## src/smra_pkg.sv

```systemverilog
// Contract
// Region 0x00000000-0x0001FFFF maps to ROM, OTP or RAM per remap select.
// Addresses 0x07F00000-0x07F1FFFF select the boot and link protocol ROM.
// Addresses 0x07F40000-0x07F400FF select the OTP control registers.
// Addresses 0x07F80000-0x07F8FFFF select the OTP cell array.
// RAM spans 0x07FC0000-0x07FD7FFF; bank one then bank two at 0x07FC8000.
// Bank three at 0x07FCC000, bank four 0x07FD0000-0x07FD7FFF.
// Addresses 0x40080000-0x400803FF select the patch registers.
// Peripheral slots of 256 bytes: power/clock, wake-up timer, quadrature decoder.
// Consecutive 256-byte slots 0x50001000-0x500016FF for UARTs through analog miscellaneous.
// Consecutive 256-byte slots 0x50003000-0x500036FF for ports through DMA.
// Two fixed-priority arbiters serve masters in parallel on different cells.
// Arbitrate CPU/DMA, OTP copier and link core; link core highest by default.
// Contested arbiter is time-shared so no master monopolises it.
// Retainable cells of 16 kB and 32 kB; retention configuration preserved.
// Cells form one continuous space; only the needed banks are powered.
// CPU/DMA port is clocked no faster than 16 MHz; here it is clocked by clk_sys at SYS_CLK_HZ, 20 MHz.
// Link core port runs at 16 MHz, accessing its exchange memory directly; here it runs on clk_sys at 20 MHz.
// OTP port writes directly into RAM while copying after power-up.
// OTP first while mirroring; then link first, CPU one in three cycles.
// With no request the arbiter selects its idle state.
// Reserved addresses select nothing and leave memory unchanged.
package smra_pkg;
  localparam logic [31:0] BOOT_HI = 32'h0001ffff;
  localparam logic [31:0] ROM_LO = 32'h07f00000;
  localparam logic [31:0] ROM_HI = 32'h07f1ffff;
  localparam logic [31:0] OTPREG_LO = 32'h07f40000;
  localparam logic [31:0] OTPREG_HI = 32'h07f400ff;
  localparam logic [31:0] OTPCELL_LO = 32'h07f80000;
  localparam logic [31:0] OTPCELL_HI = 32'h07f8ffff;
  localparam logic [31:0] OTPCELL_SIZE = 32'h00010000;
  localparam logic [31:0] RAM_LO = 32'h07fc0000;
  localparam logic [31:0] RAM_HI = 32'h07fd7fff;
  localparam logic [31:0] LINKREG_LO = 32'h40000000;
  localparam logic [31:0] LINKREG_HI = 32'h4001ffff;
  localparam logic [31:0] PATCH_LO = 32'h40080000;
  localparam logic [31:0] PATCH_HI = 32'h400803ff;
  localparam logic [31:0] APB_AON_LO = 32'h50000000;
  localparam logic [31:0] APB_AON_HI = 32'h500002ff;
  localparam logic [31:0] APB_PER_LO = 32'h50001000;
  localparam logic [31:0] APB_PER_HI = 32'h500016ff;
  localparam logic [31:0] RADIO_LO = 32'h50002000;
  localparam logic [31:0] RADIO_HI = 32'h50002fff;
  localparam logic [31:0] APB_SYS_LO = 32'h50003000;
  localparam logic [31:0] APB_SYS_HI = 32'h500036ff;
  localparam logic [31:0] PRIV_LO = 32'he0000000;
  localparam logic [31:0] PRIV_HI = 32'he00fffff;
  localparam int N_MST = 3;
  localparam int N_BANK = 4;
  localparam int WORD_W = 13;
  localparam int M_OTP = 0;
  localparam int M_LINK = 1;
  localparam int M_CPU = 2;
  localparam logic [31:0] BANK_LO [N_BANK] = '{32'h07fc0000, 32'h07fc8000, 32'h07fcc000,
                                               32'h07fd0000};
  localparam logic [31:0] BANK_HI [N_BANK] = '{32'h07fc7fff, 32'h07fcbfff, 32'h07fcffff,
                                               32'h07fd7fff};
  localparam int BANK_KB [N_BANK] = '{32, 16, 16, 32};
  localparam logic [1:0] REMAP_ROM = 2'h0;
  localparam logic [1:0] REMAP_OTP = 2'h1;
  localparam logic [1:0] REMAP_RAM = 2'h2;
  localparam logic [1:0] LINK_RUN_MAX = 2'h2;
  localparam int SYS_CLK_HZ = 20000000;
  localparam int PORT_MAX_HZ = 16000000;
  localparam int LINK_PORT_HZ = 16000000;

  typedef enum logic [3:0] {
    REG_NONE, REG_ROM, REG_OTP_CTRL, REG_OTP_CELL, REG_RAM, REG_LINK_CTRL, REG_PATCH,
    REG_APB, REG_RADIO, REG_PRIVATE
  } smra_region_type;

  typedef enum logic [1:0] {ARB_IDLE, ARB_OTP, ARB_LINK, ARB_CPU} smra_arb_state_type;

  typedef struct packed {
    logic hit;
    logic [1:0] bank;
    logic [WORD_W-1:0] word;
  } smra_loc_type;

  // Unpowered banks count as absent; addresses in them miss even where a live bank lies above
  function automatic smra_loc_type ram_map(input logic [31:0] addr,
                                           input logic [N_BANK-1:0] pwr);
    smra_loc_type loc;
    logic [31:0] off;
    loc = '0;
    off = '0;
    for (int b = 0; b < N_BANK; b++) begin
      if (addr >= BANK_LO[b] && addr <= BANK_HI[b] && pwr[b]) begin
        off = addr - BANK_LO[b];
        loc.hit = 1'b1;
        loc.bank = 2'(b);
        loc.word = off[WORD_W+1:2];
      end
    end
    return loc;
  endfunction : ram_map
endpackage : smra_pkg

```

## src/smra_arb_if.sv

```systemverilog
`timescale 1ns/1ns
interface smra_arb_if;
  logic [2:0] req;
  logic [2:0] gnt;
  logic mirror;
  modport ctl (output req, output mirror, input gnt);
  modport arb (input req, input mirror, output gnt);
endinterface : smra_arb_if

```

## src/smra_arbiter.sv

```systemverilog
`timescale 1ns/1ns
module smra_arbiter (
  input wire logic clk_sys,
  input wire logic arst_n,
  smra_arb_if.arb arb_io
);
  import smra_pkg::*;

  smra_arb_state_type state_d;
  smra_arb_state_type state_q;
  logic [1:0] run_q;
  logic cpu_turn;

  // ****************************************
  // Priority selection
  // ****************************************
  assign cpu_turn = arb_io.req[M_CPU] && run_q == LINK_RUN_MAX;

  always_comb begin
    if (arb_io.req[M_OTP] && arb_io.mirror) begin
      state_d = ARB_OTP;
    end else if (arb_io.req[M_LINK] && !cpu_turn) begin
      state_d = ARB_LINK;
    end else if (arb_io.req[M_CPU]) begin
      state_d = ARB_CPU;
    end else if (arb_io.req[M_OTP]) begin
      state_d = ARB_OTP;
    end else begin
      state_d = ARB_IDLE;
    end
  end

  assign arb_io.gnt = {state_d == ARB_CPU, state_d == ARB_LINK, state_d == ARB_OTP};

  always_ff @(posedge clk_sys or negedge arst_n) begin
    if (!arst_n) begin
      state_q <= ARB_IDLE;
    end else begin
      state_q <= state_d;
    end
  end

  // Counts link grants while the CPU waits
  always_ff @(posedge clk_sys or negedge arst_n) begin
    if (!arst_n) begin
      run_q <= 2'h0;
    end else if (state_d == ARB_LINK && arb_io.req[M_CPU]) begin
      run_q <= run_q + 2'h1;
    end else if (state_d == ARB_CPU || !arb_io.req[M_CPU]) begin
      run_q <= 2'h0;
    end
  end
endmodule : smra_arbiter

```

## src/smra_system_map.sv

```systemverilog
`timescale 1ns/1ns
module smra_system_map (
  input wire logic clk_sys,
  input wire logic arst_n,
  input wire logic [1:0] boot_region_remap_select,
  input wire logic [3:0] ram_banks_used,
  input wire logic [3:0] ram_retain_cfg,
  input wire logic otp_mirror_active,
  input wire logic [2:0] mst_req,
  input wire logic [2:0] mst_we,
  input wire logic [2:0][31:0] mst_addr,
  input wire logic [2:0][31:0] mst_wdata,
  output logic [2:0] mst_ack_q,
  output logic [2:0] mst_err_q,
  output logic [2:0] mst_rvalid_q,
  output logic [2:0][31:0] mst_rdata_q,
  output smra_pkg::smra_region_type cpu_region_q,
  output logic [31:0] cpu_slave_addr_q,
  output logic [7:0] cpu_slot_q,
  output logic [3:0] bank_en_q,
  output logic [3:0] bank_we_q,
  output logic [3:0][smra_pkg::WORD_W-1:0] bank_addr_q,
  output logic [3:0][31:0] bank_wdata_q,
  input wire logic [3:0][31:0] bank_rdata,
  output logic [3:0] bank_pwr_en_q,
  output logic [3:0] bank_retain_q
);
  import smra_pkg::*;

  smra_region_type cpu_region_d;
  logic [31:0] cpu_addr;
  logic [31:0] cpu_map_addr;
  logic [7:0] cpu_slot_d;
  logic [2:0][31:0] eff_addr;
  smra_loc_type loc [N_MST];
  logic [2:0] ram_req;
  logic [2:0] err_hit;
  logic [2:0] granted;
  logic [1:0][2:0] gnt_arb;
  logic [2:0] rd1_q;
  logic [2:0] rd2_q;
  logic [2:0][1:0] bank1_q;
  logic [2:0][1:0] bank2_q;
  logic cpu_ram;

  // ****************************************
  // CPU address decode
  // ****************************************
  assign cpu_addr = mst_addr[M_CPU];

  always_comb begin
    cpu_region_d = REG_NONE;
    cpu_map_addr = cpu_addr;
    cpu_slot_d = cpu_addr[15:8];
    if (cpu_addr <= BOOT_HI) begin
      unique case (boot_region_remap_select)
        REMAP_ROM: begin
          cpu_region_d = REG_ROM;
          cpu_map_addr = ROM_LO + cpu_addr;
        end
        REMAP_OTP: begin
          cpu_map_addr = OTPCELL_LO + cpu_addr;
          // OTP is smaller than the boot window; the tail stays unmapped
          cpu_region_d = cpu_addr < OTPCELL_SIZE ? REG_OTP_CELL : REG_NONE;
        end
        REMAP_RAM: begin
          cpu_map_addr = RAM_LO + cpu_addr;
          cpu_region_d = REG_RAM;
        end
        default: begin
          cpu_region_d = REG_NONE;
        end
      endcase
    end else if (cpu_addr >= ROM_LO && cpu_addr <= ROM_HI) begin
      cpu_region_d = REG_ROM;
    end else if (cpu_addr >= OTPREG_LO && cpu_addr <= OTPREG_HI) begin
      cpu_region_d = REG_OTP_CTRL;
    end else if (cpu_addr >= OTPCELL_LO && cpu_addr <= OTPCELL_HI) begin
      cpu_region_d = REG_OTP_CELL;
    end else if (cpu_addr >= RAM_LO && cpu_addr <= RAM_HI) begin
      cpu_region_d = REG_RAM;
    end else if (cpu_addr >= LINKREG_LO && cpu_addr <= LINKREG_HI) begin
      cpu_region_d = REG_LINK_CTRL;
    end else if (cpu_addr >= PATCH_LO && cpu_addr <= PATCH_HI) begin
      cpu_region_d = REG_PATCH;
    end else if (cpu_addr >= APB_AON_LO && cpu_addr <= APB_AON_HI) begin
      cpu_region_d = REG_APB;
    end else if (cpu_addr >= APB_PER_LO && cpu_addr <= APB_PER_HI) begin
      cpu_region_d = REG_APB;
    end else if (cpu_addr >= RADIO_LO && cpu_addr <= RADIO_HI) begin
      cpu_region_d = REG_RADIO;
    end else if (cpu_addr >= APB_SYS_LO && cpu_addr <= APB_SYS_HI) begin
      cpu_region_d = REG_APB;
    end else if (cpu_addr >= PRIV_LO && cpu_addr <= PRIV_HI) begin
      cpu_region_d = REG_PRIVATE;
    end
  end

  always_ff @(posedge clk_sys or negedge arst_n) begin
    if (!arst_n) begin
      cpu_region_q <= REG_NONE;
      cpu_slot_q <= 8'h00;
      cpu_slave_addr_q <= 32'h00000000;
    end else begin
      cpu_region_q <= cpu_region_d;
      cpu_slot_q <= cpu_slot_d;
      cpu_slave_addr_q <= cpu_map_addr;
    end
  end

  // ****************************************
  // Bank power and retention
  // ****************************************
  generate
    for (genvar b = 0; b < N_BANK; b++) begin : g_pwr
      always_ff @(posedge clk_sys or negedge arst_n) begin
        if (!arst_n) begin
          bank_pwr_en_q[b] <= 1'b1;
          bank_retain_q[b] <= 1'b0;
        end else begin
          // Retained banks stay powered even when not counted as used
          bank_pwr_en_q[b] <= ram_banks_used[b] | ram_retain_cfg[b];
          bank_retain_q[b] <= ram_retain_cfg[b];
        end
      end
    end
  endgenerate

  // ****************************************
  // Request steering
  // ****************************************
  assign cpu_ram = cpu_region_d == REG_RAM;
  assign eff_addr[M_OTP] = mst_addr[M_OTP];
  assign eff_addr[M_LINK] = mst_addr[M_LINK];
  assign eff_addr[M_CPU] = cpu_map_addr;

  generate
    for (genvar m = 0; m < N_MST; m++) begin : g_mst
      assign loc[m] = ram_map(eff_addr[m], bank_pwr_en_q);
      if (m == M_CPU) begin : g_cpu
        assign ram_req[m] = mst_req[m] && !mst_ack_q[m] && loc[m].hit && cpu_ram;
        // Other regions are answered by their own slaves
        assign err_hit[m] = mst_req[m] && !mst_ack_q[m] && !loc[m].hit
                            && (cpu_region_d == REG_NONE || cpu_ram);
      end else begin : g_dir
        assign ram_req[m] = mst_req[m] && !mst_ack_q[m] && loc[m].hit;
        assign err_hit[m] = mst_req[m] && !mst_ack_q[m] && !loc[m].hit;
      end
      assign granted[m] = gnt_arb[0][m] | gnt_arb[1][m];
    end
  endgenerate

  // Lower pair and upper pair of banks each have an arbiter
  generate
    for (genvar k = 0; k < 2; k++) begin : g_arb
      smra_arb_if bus ();
      for (genvar m = 0; m < N_MST; m++) begin : g_req
        assign bus.req[m] = ram_req[m] && loc[m].bank[1] == 1'(k);
      end
      assign bus.mirror = otp_mirror_active;
      assign gnt_arb[k] = bus.gnt;
      smra_arbiter u_arb (
        .clk_sys(clk_sys),
        .arst_n(arst_n),
        .arb_io(bus.arb)
      );
    end
  endgenerate

  // ****************************************
  // Bank command ports
  // ****************************************
  generate
    for (genvar b = 0; b < N_BANK; b++) begin : g_bank
      logic sel_v;
      logic [1:0] sel_m;
      always_comb begin
        sel_v = 1'b0;
        sel_m = 2'h0;
        for (int m = 0; m < N_MST; m++) begin
          if (gnt_arb[b / 2][m] && loc[m].bank == 2'(b)) begin
            sel_v = 1'b1;
            sel_m = 2'(m);
          end
        end
      end
      always_ff @(posedge clk_sys or negedge arst_n) begin
        if (!arst_n) begin
          bank_en_q[b] <= 1'b0;
          bank_we_q[b] <= 1'b0;
          bank_addr_q[b] <= '0;
          bank_wdata_q[b] <= 32'h00000000;
        end else begin
          bank_en_q[b] <= sel_v;
          bank_we_q[b] <= sel_v && mst_we[sel_m];
          if (sel_v) begin
            bank_addr_q[b] <= loc[sel_m].word;
            bank_wdata_q[b] <= mst_wdata[sel_m];
          end
        end
      end
    end
  endgenerate

  // ****************************************
  // Answers to masters
  // ****************************************
  always_ff @(posedge clk_sys or negedge arst_n) begin
    if (!arst_n) begin
      mst_ack_q <= 3'h0;
      mst_err_q <= 3'h0;
    end else begin
      mst_ack_q <= granted | err_hit;
      mst_err_q <= err_hit;
    end
  end

  // Banks answer one cycle after the command, so the read data lands two after the ack
  always_ff @(posedge clk_sys or negedge arst_n) begin
    if (!arst_n) begin
      rd1_q <= 3'h0;
      rd2_q <= 3'h0;
      bank1_q <= '0;
      bank2_q <= '0;
    end else begin
      rd1_q <= granted & ~mst_we;
      rd2_q <= rd1_q;
      for (int m = 0; m < N_MST; m++) begin
        bank1_q[m] <= loc[m].bank;
      end
      bank2_q <= bank1_q;
    end
  end

  always_ff @(posedge clk_sys or negedge arst_n) begin
    if (!arst_n) begin
      mst_rvalid_q <= 3'h0;
      mst_rdata_q <= '0;
    end else begin
      mst_rvalid_q <= rd2_q;
      for (int m = 0; m < N_MST; m++) begin
        if (rd2_q[m]) begin
          mst_rdata_q[m] <= bank_rdata[bank2_q[m]];
        end
      end
    end
  end
endmodule : smra_system_map

```

## config.mk

```make
export PLATFORM = sky130hd
export DESIGN_NAME = smra_system_map
export DESIGN_NICKNAME = d
export VERILOG_FILES = /design/src/smra_pkg.sv /design/src/smra_arb_if.sv /design/src/smra_arbiter.sv /design/src/smra_system_map.sv
export SDC_FILE = /design/constraint.sdc
export NUM_CORES = 1
export LEC_CHECK = 0
export BUFFER_PORTS_ARGS = -buffer_cell sky130_fd_sc_hd__buf_2
export CAP_MARGIN = 10
export CORE_AREA = 4 4 261 263
export DETAILED_ROUTE_END_ITERATION = 6
export DIE_AREA = 0 0 265 267
export GPL_TIMING_DRIVEN = 0
export PLACE_DENSITY = 0.64
export SKIP_LAST_GASP = 1
export SLEW_MARGIN = 20
export SYNTH_ARGS = -nofsm -noshare
export SYNTH_HDL_FRONTEND = slang
export SYNTH_HIERARCHICAL = 1
export SYNTH_SLANG_ARGS = --single-unit
```

## constraint.sdc

```tcl
create_clock -name clk_sys -period 4.3 [get_ports clk_sys]
set_input_delay 0.215 -clock clk_sys [delete_from_list [all_inputs] [get_ports clk_sys]]
set_output_delay 0.215 -clock clk_sys [all_outputs]
set_load 0.1 [all_outputs]
```

Word level (Yosys, flattened, before mapping)
Cells that the tools add are included.

Register bits: 367. Input bits: 339.

$lt $le $gt $ge: 59. Add/sub/neg operators: 17. Reduce and logical (&&, ||, !) cells: 96. Multiplexer cells: 94. Equal/unequal tests: 20. Bitwise gates (word level): 17.

Operators with widths (count): 32-bit by 27-bit greater-or-equal comparator with 1-bit output, second input constant (16); 32-bit by 27-bit less-or-equal comparator with 1-bit output, second input constant (16); 32-bit binary-select mux with 2-bit select (7); 32-bit two-way mux (8); 32-bit by 31-bit greater-or-equal comparator with 1-bit output, second input constant (6); 32-bit by 31-bit less-or-equal comparator with 1-bit output, second input constant (6); 16-bit two-way mux (12); 15-bit by 1-bit subtractor with 15-bit output, second input constant (9); 16-bit binary-select mux with 2-bit select (4); 13-bit two-way mux (8); 27-bit by 32-bit adder with 32-bit output, first input constant (3); 32-bit one-hot mux with 3 select lines (1); 1-bit logical AND (76); 4-bit two-way mux (12); 15-bit subtractor, second input constant (3); 32-bit greater-or-equal comparator, second input constant (1); 32-bit by 17-bit less-or-equal comparator with 1-bit output, second input constant (1); 32-bit less-or-equal comparator, second input constant (1); 32-bit by 17-bit < comparator with 1-bit output, second input constant (1); 2-bit two-way mux (15); 2-bit equality test, second input constant (13); 1-bit two-way mux (22); 2-bit by 3-bit < comparator with 1-bit output, second input constant (7); 2-bit by 1-bit equality test with 1-bit output, second input constant (6); 16 further kinds (49).

Depth between registers and ports, before layout
Gate-level depths: netlist of the first run.

Depth after elaboration: 30. Depth in mapped cells: 22. Depth with buffers taken out: 19.

Cells and area by module
The synthesis of the first run kept the hierarchy.

By module, submodules not included: smra_system_map (instances 1, cells an instance 2034, area an instance 19926.6 µm², sequential area each 8888.5 µm²); smra_arbiter (instances 2, cells an instance 18, area an instance 153.9 µm², sequential area each 50.0 µm²).

Worst setup path before layout of the first run
No wires, ideal clock.

Kind: in2reg. Start: input port mst_addr[85] (netlist name). End: register bank_wdata_q[0] (netlist name). Arrival: 4588 ps. Cell stages on the path: 20. Path slack: -415 ps. Data required time: 4173 ps. Buffers on the path: 5. Path through: clkbuf_1 -> inv_1 -> ha_1 -> or3b_2 -> or4_1 -> clkbuf_2 -> a211o_1 -> a22oi_4 -> nand4_2 -> nor3_1 -> nand2_1 -> nor3_1 -> a21oi_1 -> and2_1 -> clkbuf_1 -> a21oi_1 -> clkbuf_1 -> buf_2 -> o21ai_0 -> mux2_1.

Longest elaborated chain between the ends: 28.

RTL lines: from (decl) (line smra_system_map.sv:11) `input wire logic [2:0][31:0] mst_addr,`; parallel branches: the longest is 16 deep, another holds 27-bit by 32-bit adder with 32-bit output; 1-bit logical AND (*) (line smra_system_map.sv:158) `assign bus.req[m] = ram_req[m] && loc[m].bank[1] == 1'(k);`; named net g_arb[0].bus.req[2] (line smra_arb_if.sv:3) `logic [2:0] req;`; 1-bit logical AND (line smra_arbiter.sv:17) `assign cpu_turn = arb_io.req[M_CPU] && run_q == LINK_RUN_MAX;`; 1-bit zero test (line smra_arbiter.sv:22) `end else if (arb_io.req[M_LINK] && !cpu_turn) begin`; 1-bit logical AND (line smra_arbiter.sv:22); 2-bit two-way mux (*) (line smra_arbiter.sv:22); 2-bit two-way mux (*) (line smra_arbiter.sv:20) `if (arb_io.req[M_OTP] && arb_io.mirror) begin`; 2-bit equality test (*) (line smra_arbiter.sv:33) `assign arb_io.gnt = {state_d == ARB_CPU, state_d == ARB_LINK, state_d == ARB_OTP};`; named net g_arb[0].bus.gnt[1] (line smra_arb_if.sv:4) `logic [2:0] gnt;`; 1-bit logical AND (*) (line smra_system_map.sv:181) `if (gnt_arb[b / 2][m] && loc[m].bank == 2'(b)) begin`; 1-bit two-way mux (line smra_system_map.sv:181); 2-bit two-way mux (line smra_system_map.sv:181); 32-bit binary-select mux with 2-bit select (line smra_system_map.sv:198) `bank_wdata_q[b] <= mst_wdata[sel_m];`; 32-bit two-way mux (not written as such) (line smra_system_map.sv:198); to (signal, indexed assignment) (line smra_system_map.sv:198); to (decl) (line smra_system_map.sv:23) `output logic [3:0][31:0] bank_wdata_q,`.

Mark *: on every way through the listed nets, which the timed path passes. The select of a mux whose other input is x is not followed. A chain may end at the register's enable or synchronous reset.

Worst setup path after layout of the first run
Start: input port mst_addr[93] (netlist name). End: register bank_addr_q[37] (netlist name).

RTL lines: parallel branches: the longest is 16 deep, another holds 27-bit by 32-bit adder with 32-bit output; 1-bit logical AND (*) (line smra_system_map.sv:158); named net g_arb[1].bus.req[2] (line smra_arb_if.sv:3); 1-bit logical AND (line smra_arbiter.sv:17); 1-bit zero test (line smra_arbiter.sv:22); 1-bit logical AND (line smra_arbiter.sv:22); 2-bit two-way mux (*) (line smra_arbiter.sv:22); 2-bit two-way mux (*) (line smra_arbiter.sv:20); 2-bit equality test (*) (line smra_arbiter.sv:33); named net g_arb[1].bus.gnt[2] (line smra_arb_if.sv:4); 1-bit logical AND (*) (line smra_system_map.sv:181); 2-bit two-way mux (line smra_system_map.sv:181); 2-bit NOT with 3-bit output (not written as such) (line smra_system_map.sv:197) `bank_addr_q[b] <= loc[sel_m].word;`; 16-bit binary-select mux with 2-bit select (line smra_system_map.sv:197); 13-bit two-way mux (not written as such) (2 in a row) (line smra_system_map.sv:197); to (signal, indexed assignment) (line smra_system_map.sv:197); to (decl) (line smra_system_map.sv:22) `output logic [3:0][smra_pkg::WORD_W-1:0] bank_addr_q,`.

Marked as above.

==> out/results.ini, run 1 <==
[placement]
gp_congestion=0.949
post-place-ws_ns=-2.37
io_buffers=677
post-place-cells=3616
dpl.hpwl_um=75400

[cts]
root_buffer=clkbuf_16
htree_levels=2
clockBufferDepth=3
clock_latency_ns=0.59
cts_tree=done
clock_sinks=359
numCtsBuffers=46
clk_pin_slew_worst_paths_ns=0.06

[global_routing]
grt_use_total_pct=26.9
grt_pass1_wl_um=142000
antenna_found_initial=25
grt_overflow_total=0
grt_max_degree=89
grt_pass1_vias=20679

[power]
power.switching_uw=2240
leakagePower_uw=0.0137
clockPowerShare_pct=47.0
ir_drop_v=0.000256
p_comb_share_pct=11.5
p_seq_share_pct=41.5
internal_power_uw=6000
power_per_cell_area_nw_per_um2=291
swShare_pct=27.2

[layout]
stdcell_count=3847
fin_nets=3286
syn_to_final_growth_pct=40.0
drive_above_1_share_pct=39.2

[sta]
rsz0062_at_grt=true
worst_pin_slew_ns=1.00
setup_tns_ns=0
max_freq_mhz=234
setup_violations=0
slew_headroom_pct=32.1
final_max_slew_viol_count=0
setup_ws_ns=0.0217
finalClockSkew_ns=0.0208
fin_crit_ns=4.28
finalHoldViolCount=0
fin_crit_sh_pct=99.5

[yosys]
ys_warn_count=6
synth_flop_cell=dfrtp_1
synthCells=2070
ys_seq_area_share_pct=44.4
synth_cell_types=71
synth-edff-count=0
synthArstFlopShare_pct=100
avgSynthCellArea_um2=9.78
netlist_area_um2=20200
syn-num-nets=2420
synth-seq-cells=359

[worst_setup_path]
cp-start-kind=primary input
cp-end-kind=flop
worstPathArrival_ns=4.76
required_ns=4.78
cp_max_fo=10
crit_type=in2reg

[route]
vias=21174
wl_um=100000
drt_iter0_drc=2171
vias_per_cell=5.50
drc=0
ant_nets=0
wl_per_cell_um=26.1
drtPass1Iterations=6

[job]
cap_violations=0

[die]
fp.dieH_um=267
dieArea_um2=70800
std_cell_rows=94
initial_core_util_pct=30.8
core_um2=65600
die_w_um=265
num_io_pins=684

[status]
status=finished, final reports clean

[worst_hold_path]
min_path_type=in2reg

[path summary, 6_finish.rpt]
kind	from	cells past startpoint	slack [ns]	end
worst max register to register	bank_pwr_en_q[2]$_DFF_PN1_	16	0.24	bank_wdata_q[31]$_DFFE_PN0P_
worst min register to register	bank1_q[2]$_DFF_PN0_	0	0.35	bank2_q[2]$_DFF_PN0_
worst min-delay path	mst_wdata[52]	3	0.03	bank_wdata_q[84]$_DFFE_PN0P_
max in group asynchronous	arst_n	4	2.97	bank_wdata_q[7]$_DFFE_PN0P_
worst max-delay path	mst_addr[93]	15	0.02	bank_addr_q[37]$_DFFE_PN0P_
min in group asynchronous	arst_n	2	0.07	mst_rdata_q[52]$_DFFE_PN0P_
[stage by stage]
stage	total power, uW	util (%)	hold WS (ns)	cell area (um2)
5_1_grt	8500	43.2	0.0345	28300
3_5_place_dp	4310	37.9	0.0672	24900
6_report	8240	43.2	0.0293	28300
4_1_cts	8300	42.6	0.0000688	28000
3_3_place_gp	4290	37.7	0.334	24700
2_1_floorplan	3860	-	-0.0806	20300
[layout by cell type (no fill, tap or decap), types with 19 or more instances in the layout]
cell           Yosys  final
clkbuf_1         125     57
mux2_2            99     99
nand2_1          437    435
inv_1             26     22
nand2b_1          24     24
a21oi_1          221    216
buf_2              9    688
o21ai_0          214    213
nor3_1            28     21
nor2_1            56     53
clkbuf_2           1     35
dlygate4sd3_1      0    110
nand3_1           48     47
clkbuf_16          0     48
buf_4              9     47
mux4_2            96     96
clkbuf_4           0     19
dfrtp_1          355    355
mux2i_1           47     47
[Yosys cell counts (all sizes together), types with 3 or more instances]
cell type,instances,area [um2]
a2111oi,3,26.3
a211o,11,96.3
a211oi,6,50.1
a21boi,4,30.0
a21o,4,30.0
a21oi,221,1110
a221o,16,160
a221oi,3,26.3
a31oi,5,31.3
and2,6,37.5
and3,18,113
and4,4,35.0
buf,40,218
clkbuf,126,474
dfrtp,355,8880
dfstp,4,105
ha,11,138
inv,26,97.6
mux2,132,1550
mux2i,47,470
mux4,96,2160
nand2,437,1640
nand2b,24,150
nand3,48,240
nand3b,6,45.0
nand4,16,106
nor2,56,210
nor2b,6,37.5
nor3,30,160
nor3b,5,37.5
nor4,9,62.6
o21a,6,45.0
o21ai,221,1110
o221ai,3,26.3
o22ai,5,31.3
o311ai,4,35.0
o31ai,6,45.0
or2,5,31.3
or3,9,61.3
or4,10,75.1
[routing by layer]
layer | up-vias | GRT usage, % | wire, um
li1 | 9225 | - | -
met1 | 10416 | 31.5 | 36200
met2 | 1286 | 45.5 | 48700
met3 | 235 | 9.02 | 10900
met4 | 12 | 10.8 | 4380
met5 | - | 0 | 79
[flip-flops by register name, indices dropped and copies added, names as in the netlist, 4 cells and up]
signal	count
g_arb.u_arb/run_q	4
cpu_region_q	4
bank_retain_q	4
bank2_q	6
mst_rdata_q	96
bank_wdata_q	128
bank_en_q	4
bank_pwr_en_q	4
bank_addr_q	52
bank1_q	6
cpu_slot_q	7
cpu_slave_addr_q	25
bank_we_q	4
[worst max-delay path, stage by stage]
cell      delay, ns
buf_2          0.16
or4_1          0.50
buf_4          0.18
or4_1          0.52
buf_4          0.19
a211o_1        0.33
a22oi_4        0.20
nand4_4        0.17
or3_4          0.42
nor3_4         0.26
and3_4         0.29
nand4_1        0.22
or3_1          0.56
clkbuf_4       0.28
o21ai_0        0.25
[what timing repair did]
| item | 4_1_cts | 5_1_grt |
|---|---|---|
| setup buffers | 19 | 14 |
| resized for setup | 110 | 111 |
| hold buffers | 110 | 0 |
| gates cloned | 0 | 1 |
| endpoints found under the setup margin | 188 | 187 |
| pin swaps | 10 | 17 |
| hold endpoints to repair | 399 | 0 |
[logic make-up (layout without fill, tap and decap cells)]
kind of cell               after synthesis  after routing  share of synthesized area (%)
and+or+nand+nor                        701            701                           15.6
AOI/OAI and AO/OA                      529            529                           14.6
DFF                                    359            359                           44.4
muxes                                  275            275                           20.7
buffers and inverters                  192           1091                           3.90
adders and majority gates               11             11                          0.680
xor gates and xnor gates                 3              3                          0.130
other                                    0             14                              0
[power groups by stage]
stage                     Combinational (uW)  Sequential [uW]  Clock [uW]
final                                    948             3420        3870
after global routing                     999             3420        4090
after CTS                                928             3420        3960
after detailed placement                 837             3480           0
after global placement                   817             3480           0
after floorplan                          209             3650           0
[cell type report]
type	instances	area (um2)
Inverter	26	100
Multi-Input combinational cell	1519	10800
Timing Repair Buffer	826	4960
Buffer	158	906
Fill cell	6359	37300
Clock inverter	20	191
Tap cell	864	1080
Antenna cell	14	35.0
Clock buffer	61	1280
Sequential cell	359	8990
(Power assumes the default switching activity.)
==> run 2: changes to the inputs <==
--- a/config.mk
+++ b/config.mk
@@ -8,6 +8,7 @@
 export BUFFER_PORTS_ARGS = -buffer_cell sky130_fd_sc_hd__buf_2
 export CAP_MARGIN = 10
 export CORE_AREA = 4 4 261 263
+export CTS_BUF_LIST = sky130_fd_sc_hd__clkbuf_8
 export DETAILED_ROUTE_END_ITERATION = 6
 export DIE_AREA = 0 0 265 267
 export GPL_TIMING_DRIVEN = 0
==> run 2 against run 1 <==
  * Combinational power is 13% higher
  * Sequential share of layout area is 1.7 points lower
  * Global-route usage is 0.82 points higher
  * Critical path type unchanged
  * Register-to-register slack better by 0.03 ns
  * Largest power group unchanged
  * Utilization is 2.4 points higher
==> out/results.ini, run 2 (synthesized netlist as in run 1, its figures left out) <==
[status]
status=finished, final reports clean  ; unchanged

[die]
std_cell_rows=94  ; unchanged
dieArea_um2=70800  ; unchanged
die_w_um=265  ; unchanged
num_io_pins=684  ; unchanged
fp.dieH_um=267  ; unchanged
core_um2=65600  ; unchanged
initial_core_util_pct=30.8  ; unchanged

[power]
ir_drop_v=0.000188  ; was 0.000256 V
power_per_cell_area_nw_per_um2=279  ; was 291 nW/um2
leakagePower_uw=0.0145  ; was 0.0137 uW

[worst_setup_path]
reg2regPathDepth=13  ; was 16
r2r-end=bank_addr_q[37]$_DFFE_PN0P_  ; was bank_wdata_q[31]$_DFFE_PN0P_
rrSetupSlack_ns=0.27  ; was 0.24 ns
cp-start-kind=primary input  ; unchanged
worstPathArrival_ns=4.76  ; about the same
cp_cell_sequence=dlygate4sd3_1, buf_2, nor4_2, nand2_1, o21ai_0, o221ai_1, a22oi_2, nor4bb_1, o311ai_2, buf_4, nor3_4, a21oi_1, inv_2, nor3_4, clkbuf_4, buf_2, nand2_1, o311ai_0, o21ai_0, mux2i_1  ; was buf_2, or4_1, buf_4, or4_1, buf_4, a211o_1, a22oi_4, nand4_4, or3_4, nor3_4, and3_4, nand4_1, or3_1, clkbuf_4, o21ai_0
required_ns=4.83  ; was 4.78 ns
critPathSlowestCell=dlygate4sd3_1  ; was or3_1
cpPeakStageDelay_ns=0.53  ; was 0.56 ns
cp_max_fo=10  ; unchanged
crit_type=in2reg  ; unchanged
r2r-start=bank_pwr_en_q[2]$_DFF_PN1_  ; unchanged
cp-end-kind=flop  ; unchanged

[route]
ant_nets=0  ; unchanged
vias_per_cell=5.47  ; was 5.50
drc=0  ; unchanged
vias=22162  ; was 21,174
m1WireLength_um=37400  ; was 36,200 um
dr_wl_met2_um=50000  ; was 48,700 um
drtPass1Iterations=5  ; was 6
wl_um=103000  ; was 100,000 um
highest_layer=met5  ; unchanged
dr_wl_met3_um=10600  ; was 10,900 um
wl_per_cell_um=25.3  ; was 26.1 um
drt_iter0_drc=2183  ; was 2,171

[global_routing]
grt_pass1_wl_um=147000  ; was 142,000 um
grt_pass1_vias=22005  ; was 20,679
grt_max_degree=89  ; unchanged
grt_use_total_pct=27.7  ; was 26.9%
antenna_found_initial=18  ; was 25
grt_overflow_total=0  ; unchanged

[cts]
clockBufferDepth=3  ; unchanged
htree_levels=3  ; was 2
root_buffer=clkbuf_8  ; was clkbuf_16
clock_sinks=359  ; unchanged
numCtsBuffers=71  ; was 46
clk_pin_slew_worst_paths_ns=0.06  ; about the same
clock_latency_ns=0.68  ; was 0.59 ns
cts_tree=done  ; unchanged

[sta]
setup_violations=0  ; unchanged
max_freq_mhz=236  ; was 234 MHz
slew_headroom_pct=29.6  ; was 32.1%
finalHoldViolCount=0  ; unchanged
worst_pin_slew_ns=1.04  ; was 1.00 ns
fin_crit_ns=4.23  ; was 4.28 ns
final_max_slew_viol_count=0  ; unchanged
rsz0062_at_grt=true  ; unchanged
finalClockSkew_ns=0.0540  ; was 0.0208 ns
holdWs_ns=0.0581  ; was 0.0293 ns
setup_ws_ns=0.0680  ; was 0.0217 ns
fin_crit_sh_pct=98.4  ; was 99.5%

[placement]
dpl.hpwl_um=75400  ; unchanged
dpl_cell_area_um2=24900  ; unchanged
post-place-ws_ns=-2.37  ; unchanged
io_buffers=677  ; unchanged
post-place-cells=3616  ; unchanged
gp_congestion=0.949  ; unchanged

[layout]
reg_top3=bank_wdata_q: 128 flops, mst_rdata_q: 96 flops, bank_addr_q: 52 flops  ; unchanged
drive_above_1_share_pct=37.6  ; was 39.2%
fin_nets=3469  ; was 3,286
final_cell_mix=693 x buf_2, 436 x nand2_1, 355 x dfrtp_1, 272 x dlygate4sd3_1, 218 x a21oi_1  ; was 688 x buf_2, 435 x nand2_1, 355 x dfrtp_1, 216 x a21oi_1, 213 x o21ai_0
stdcell_count=4048  ; was 3,847
top_register=bank_wdata_q  ; unchanged
design_area_um2=29900  ; was 28,300 um2
syn_to_final_growth_pct=47.8  ; was 40.0%
final_common_cell=buf_2  ; unchanged
largest_reg_flops=128  ; unchanged

[worst_hold_path]
min_path_type=in2reg  ; unchanged
min_path_cells=3  ; unchanged
min-delay-start=bank_rdata[75]  ; was mst_wdata[52]
holdPathEnd=mst_rdata_q[75]$_DFFE_PN0P_  ; was bank_wdata_q[84]$_DFFE_PN0P_

[job]
cap_violations=0  ; unchanged

## run 2: cell types whose count changed in the layout (fill, tap and decap cells not counted), sizes merged, moves of 5 or more
cell         delta
buf             -5
clkbuf         +37
clkinv          -5
dlygate4sd3   +162
inv            +17
## run 2: how the worst max path moves through the flow
stage	startpoint	end	slack, ns	cells after the start
finish	mst_addr[67]	bank_addr_q[51]$_DFFE_PN0P_	0.07	20
global route	mst_addr[83]	bank_addr_q[51]$_DFFE_PN0P_	-0.1	21
CTS	mst_addr[83]	bank_addr_q[37]$_DFFE_PN0P_	0.002	17
detailed placement	mst_addr[83]	bank_wdata_q[124]$_DFFE_PN0P_	-2.37	20
global placement	arst_n	bank_wdata_q[7]$_DFFE_PN0P_	-4.68	1
floorplan	mst_addr[85]	bank_wdata_q[35]$_DFFE_PN0P_	-0.07	20
## run 2: critical path: cells and delay by family
| family | cells | cell delay [ns] |
|---|---|---|
| muxes | 1 | 0.16 |
| and+or+nand+nor | 6 | 1.13 |
| AOI/OAI and AO/OA | 7 | 1.62 |
| buffers and inverters | 6 | 1.62 |
## run 2: report_power, final
part	leakage (uW)	internal (uW)	switching, uW	total [uW]
logic	0.00874	424	649	1070
clock network	0.000867	2180	1690	3870
registers	0.00491	3400	11.5	3420
## run 2: area by class of cell
class	count	area, um2
Fill cell	6214	35700
Multi-Input combinational cell	1519	10700
Sequential cell	359	8990
Timing Repair Buffer	983	6510
Clock buffer	96	1320
Tap cell	864	1080
Buffer	159	903
Clock inverter	30	230
Inverter	26	97.6
Antenna cell	12	30.0
## run 2: metal layers
metal  vias to the layer above  track usage (%)
met2                      1379             47.2
met3                       253             8.15
met4                        10             11.4
met1                     10914             32.8
met5                         -                0
li1                       9606                -
## run 2: timing repair
action                                 CTS  global route
endpoints found under the hold margin  484             0
pin swaps                                9            13
hold buffers                           272             0
setup endpoints to repair              188           187
gates resized for setup                107           108
setup buffers                           17            12
## run 2: through the flow
step           TNS [ns]  util, %  total power [uW]
4_1_cts               0     45.2              8400
2_1_floorplan     -2.06        -              3860
3_5_place_dp    -336.41     37.9              4310
6_report              0     45.6              8350
5_1_grt           -2.37     45.6              8650
3_3_place_gp   -2034.32     37.7              4290
==> run 3: changes to the inputs <==
--- a/config.mk
+++ b/config.mk
@@ -12,7 +12,7 @@
 export DETAILED_ROUTE_END_ITERATION = 6
 export DIE_AREA = 0 0 265 267
 export GPL_TIMING_DRIVEN = 0
-export PLACE_DENSITY = 0.64
+export PLACE_DENSITY = 0.66
 export SKIP_LAST_GASP = 1
 export SLEW_MARGIN = 20
 export SYNTH_ARGS = -nofsm -noshare
==> constraint.sdc (replaced) <==
create_clock -name clk_sys -period 3.8 [get_ports clk_sys]
set_input_delay 0.19 -clock clk_sys [delete_from_list [all_inputs] [get_ports clk_sys]]
set_output_delay 0.19 -clock clk_sys [all_outputs]
set_load 0.1 [all_outputs]
==> run 3 against run 2 <==
  * Global-route usage down 0.59 points
  * Non-clock buffer count up 72
  * First-iteration DRC count up 15%
  * Combinational power up 20%
  * Clock power up 2%
  * Sequential share of layout area down 1.5 points
  * Largest power group unchanged
==> out/results.ini, run 3 (synthesized netlist as in run 1, its figures left out) <==
[worst_setup_path]
cp-end-kind=flop  ; unchanged
worstPathArrival_ns=4.29  ; was 4.76 ns
reg2regPathDepth=13  ; unchanged
crit_type=in2reg  ; unchanged
r2r-end=bank_wdata_q[70]$_DFFE_PN0P_  ; was bank_addr_q[37]$_DFFE_PN0P_
rrSetupSlack_ns=0.29  ; was 0.27 ns
r2r-start=bank_pwr_en_q[2]$_DFF_PN1_  ; unchanged
cp_max_fo=10  ; unchanged
required_ns=4.31  ; was 4.83 ns
cp-start-kind=primary input  ; unchanged

[global_routing]
grt_util_met2_pct=43.6  ; was 47.2%
grt_use_total_pct=27.1  ; was 27.7%
grt_overflow_total=0  ; unchanged
grt_pass1_vias=22381  ; was 22,005
grt_max_degree=91  ; was 89
use_met1_pct=34.4  ; was 32.8%
grt_pass1_wl_um=145000  ; was 147,000 um
busiest_layer=met2  ; unchanged
use_met3_pct=6.88  ; was 8.15%
antenna_found_initial=13  ; was 18

[placement]
gp_congestion=0.932  ; was 0.949
dpl_cell_area_um2=25600  ; was 24,900 um2
io_buffers=677  ; unchanged
dpl.hpwl_um=72600  ; was 75,400 um
post-place-ws_ns=-2.06  ; was -2.37 ns

[layout]
drive_above_1_share_pct=41.1  ; was 37.6%
final_cell_mix=677 x buf_2, 433 x nand2_1, 355 x dfrtp_1, 314 x dlygate4sd3_1, 161 x a21oi_1  ; was 693 x buf_2, 436 x nand2_1, 355 x dfrtp_1, 272 x dlygate4sd3_1, 218 x a21oi_1
final_common_cell=buf_2  ; unchanged
top_register=bank_wdata_q  ; unchanged
largest_reg_flops=128  ; unchanged
fill_cells=6025  ; was 6,214
design_area_um2=31500  ; was 29,900 um2
fin_nets=3541  ; was 3,469
reg_top3=bank_wdata_q: 128 flops, mst_rdata_q: 96 flops, bank_addr_q: 52 flops  ; unchanged
syn_to_final_growth_pct=55.7  ; was 47.8%

[sta]
fin_crit_ns=3.78
finalClockSkew_ns=0.0274  ; was 0.0540 ns
slew_headroom_pct=26.7  ; was 29.6%
fin_crit_sh_pct=99.5
finalHoldViolCount=0  ; unchanged
final_max_slew_viol_count=0  ; unchanged
rsz0062_at_grt=true  ; unchanged
max_freq_mhz=264
worst_pin_slew_ns=1.09  ; was 1.04 ns
setup_violations=0  ; unchanged
setup_ws_ns=0.0173  ; was 0.0680 ns
holdWs_ns=0.0250  ; was 0.0581 ns

[status]
status=finished, final reports clean  ; unchanged

[cts]
clockBufferDepth=3  ; unchanged
clock_sinks=359  ; unchanged
cts_tree=done  ; unchanged
root_buffer=clkbuf_8  ; unchanged
clk_pin_slew_worst_paths_ns=0.06  ; about the same
htree_levels=3  ; unchanged
numCtsBuffers=71  ; unchanged
clock_latency_ns=0.65  ; was 0.68 ns

[die]
dieArea_um2=70800  ; unchanged
initial_core_util_pct=30.8  ; unchanged
std_cell_rows=94  ; unchanged
num_io_pins=684  ; unchanged
fp.dieH_um=267  ; unchanged
core_um2=65600  ; unchanged
die_w_um=265  ; unchanged

[power]
power_per_cell_area_nw_per_um2=289  ; was 279 nW/um2
leakagePower_uw=0.0152  ; was 0.0145 uW
power_uw=9090  ; was 8350 uW
ir_drop_v=0.000244  ; was 0.000188 V

[route]
drt_iter0_drc=2502  ; was 2,183
wl_um=102000  ; was 103,000 um
ant_nets=0  ; unchanged
vias=22847  ; was 22,162
drtPass1Iterations=7  ; was 5
drc=0  ; unchanged
vias_per_cell=5.56  ; was 5.47
wl_per_cell_um=24.8  ; was 25.3 um

[job]
cap_violations=0  ; unchanged

[worst_hold_path]
holdPathEnd=bank_wdata_q[36]$_DFFE_PN0P_  ; was mst_rdata_q[75]$_DFFE_PN0P_
min-delay-start=mst_wdata[4]  ; was bank_rdata[75]
min_path_type=in2reg  ; unchanged
min_path_cells=5  ; was 3

## run 3: cell types whose count changed in the layout (fill, tap and decap cells not counted), moves of 9 or more
cell | previous run | this run
clkbuf_16 | 0 | 14
a21oi_2 | 0 | 55
o21ai_0 | 213 | 79
clkbuf_2 | 40 | 22
buf_6 | 6 | 15
buf_2 | 693 | 677
a21oi_1 | 218 | 161
dlygate4sd3_1 | 272 | 314
buf_4 | 39 | 64
o21ai_1 | 8 | 134
## run 3: layout make-up
cell class	count	area, um2	area share [%]
clock buffers	87	1200	3.80
repair buffers	1058	7310	23.2
clock inverters	37	178	0.564
flip-flops and latches	359	8990	28.5
inverters	26	105	0.334
diodes	6	15.0	0.0477
plain buffers	156	1340	4.25
well taps	864	1080	3.43
multi-input cells	1519	11300	35.8
## run 3: report_power, final
group          total (uW)  internal, uW  switching, uW
Sequential           3870          3850           15.3
Combinational        1280           523            753
Clock                3950          2070           1880
## run 3: worst max-delay path by stage
stage | cells past startpoint | slack, ns | startpoint | to
floorplan | 17 | -0.29 | mst_addr[95] | bank_we_q[3]$_DFF_PN0_
global placement | 1 | -4.93 | arst_n | cpu_slave_addr_q[7]$_DFF_PN0_
detailed placement | 18 | -2.06 | mst_addr[83] | bank_wdata_q[70]$_DFFE_PN0P_
CTS | 17 | -0.003 | mst_addr[92] | bank_wdata_q[4]$_DFFE_PN0P_
global route | 22 | -0.1 | mst_addr[95] | bank_addr_q[30]$_DFFE_PN0P_
finish | 19 | 0.02 | mst_addr[76] | bank_wdata_q[70]$_DFFE_PN0P_
## run 3: worst max-delay path: stages
cell and delay (ns):
dlygate4sd3_1 0.53, buf_2 0.21, nor3_2 0.26, nand3_2 0.17, a221oi_2 0.32, o21ai_0 0.14, o21ai_1 0.20, a2111oi_2 0.11
o311ai_2 0.11, buf_4 0.19, nor3_4 0.05, buf_4 0.14, a21oi_2 0.22, inv_2 0.10, nor3_4 0.42, clkbuf_1 0.52
a21oi_1 0.09, a21oi_1 0.19, o21ai_2 0.09
## run 3: routing by layer
layer  share of wire (%)  wire, um  vias to the layer above
li1                    -         -                     9732
met1                  38     39100                    11139
met2                  47     47400                     1573
met3                 9.7      9920                      391
met4                 5.2      5340                       12
met5               0.080        82                        -
## run 3: what timing repair did
item / in CTS / in global routing
gates cloned: 1 / 6
hold buffers: 311 / 3
gates resized for setup: 120 / 137
hold endpoints to repair: 486 / 7
setup endpoints to repair: 188 / 186
buffers inserted: 30 / 24
pin swaps: 19 / 46
## run 3: stage by stage
step	TNS, ns	utilization (%)	instances
finish	0	48.0	4112
global route	-4.28	48.0	4110
CTS	-0.00832	47.0	4078
detailed placement	-278.40	39.0	3617
global placement	-2087.20	38.8	3611
floorplan	-38.37	-	2070
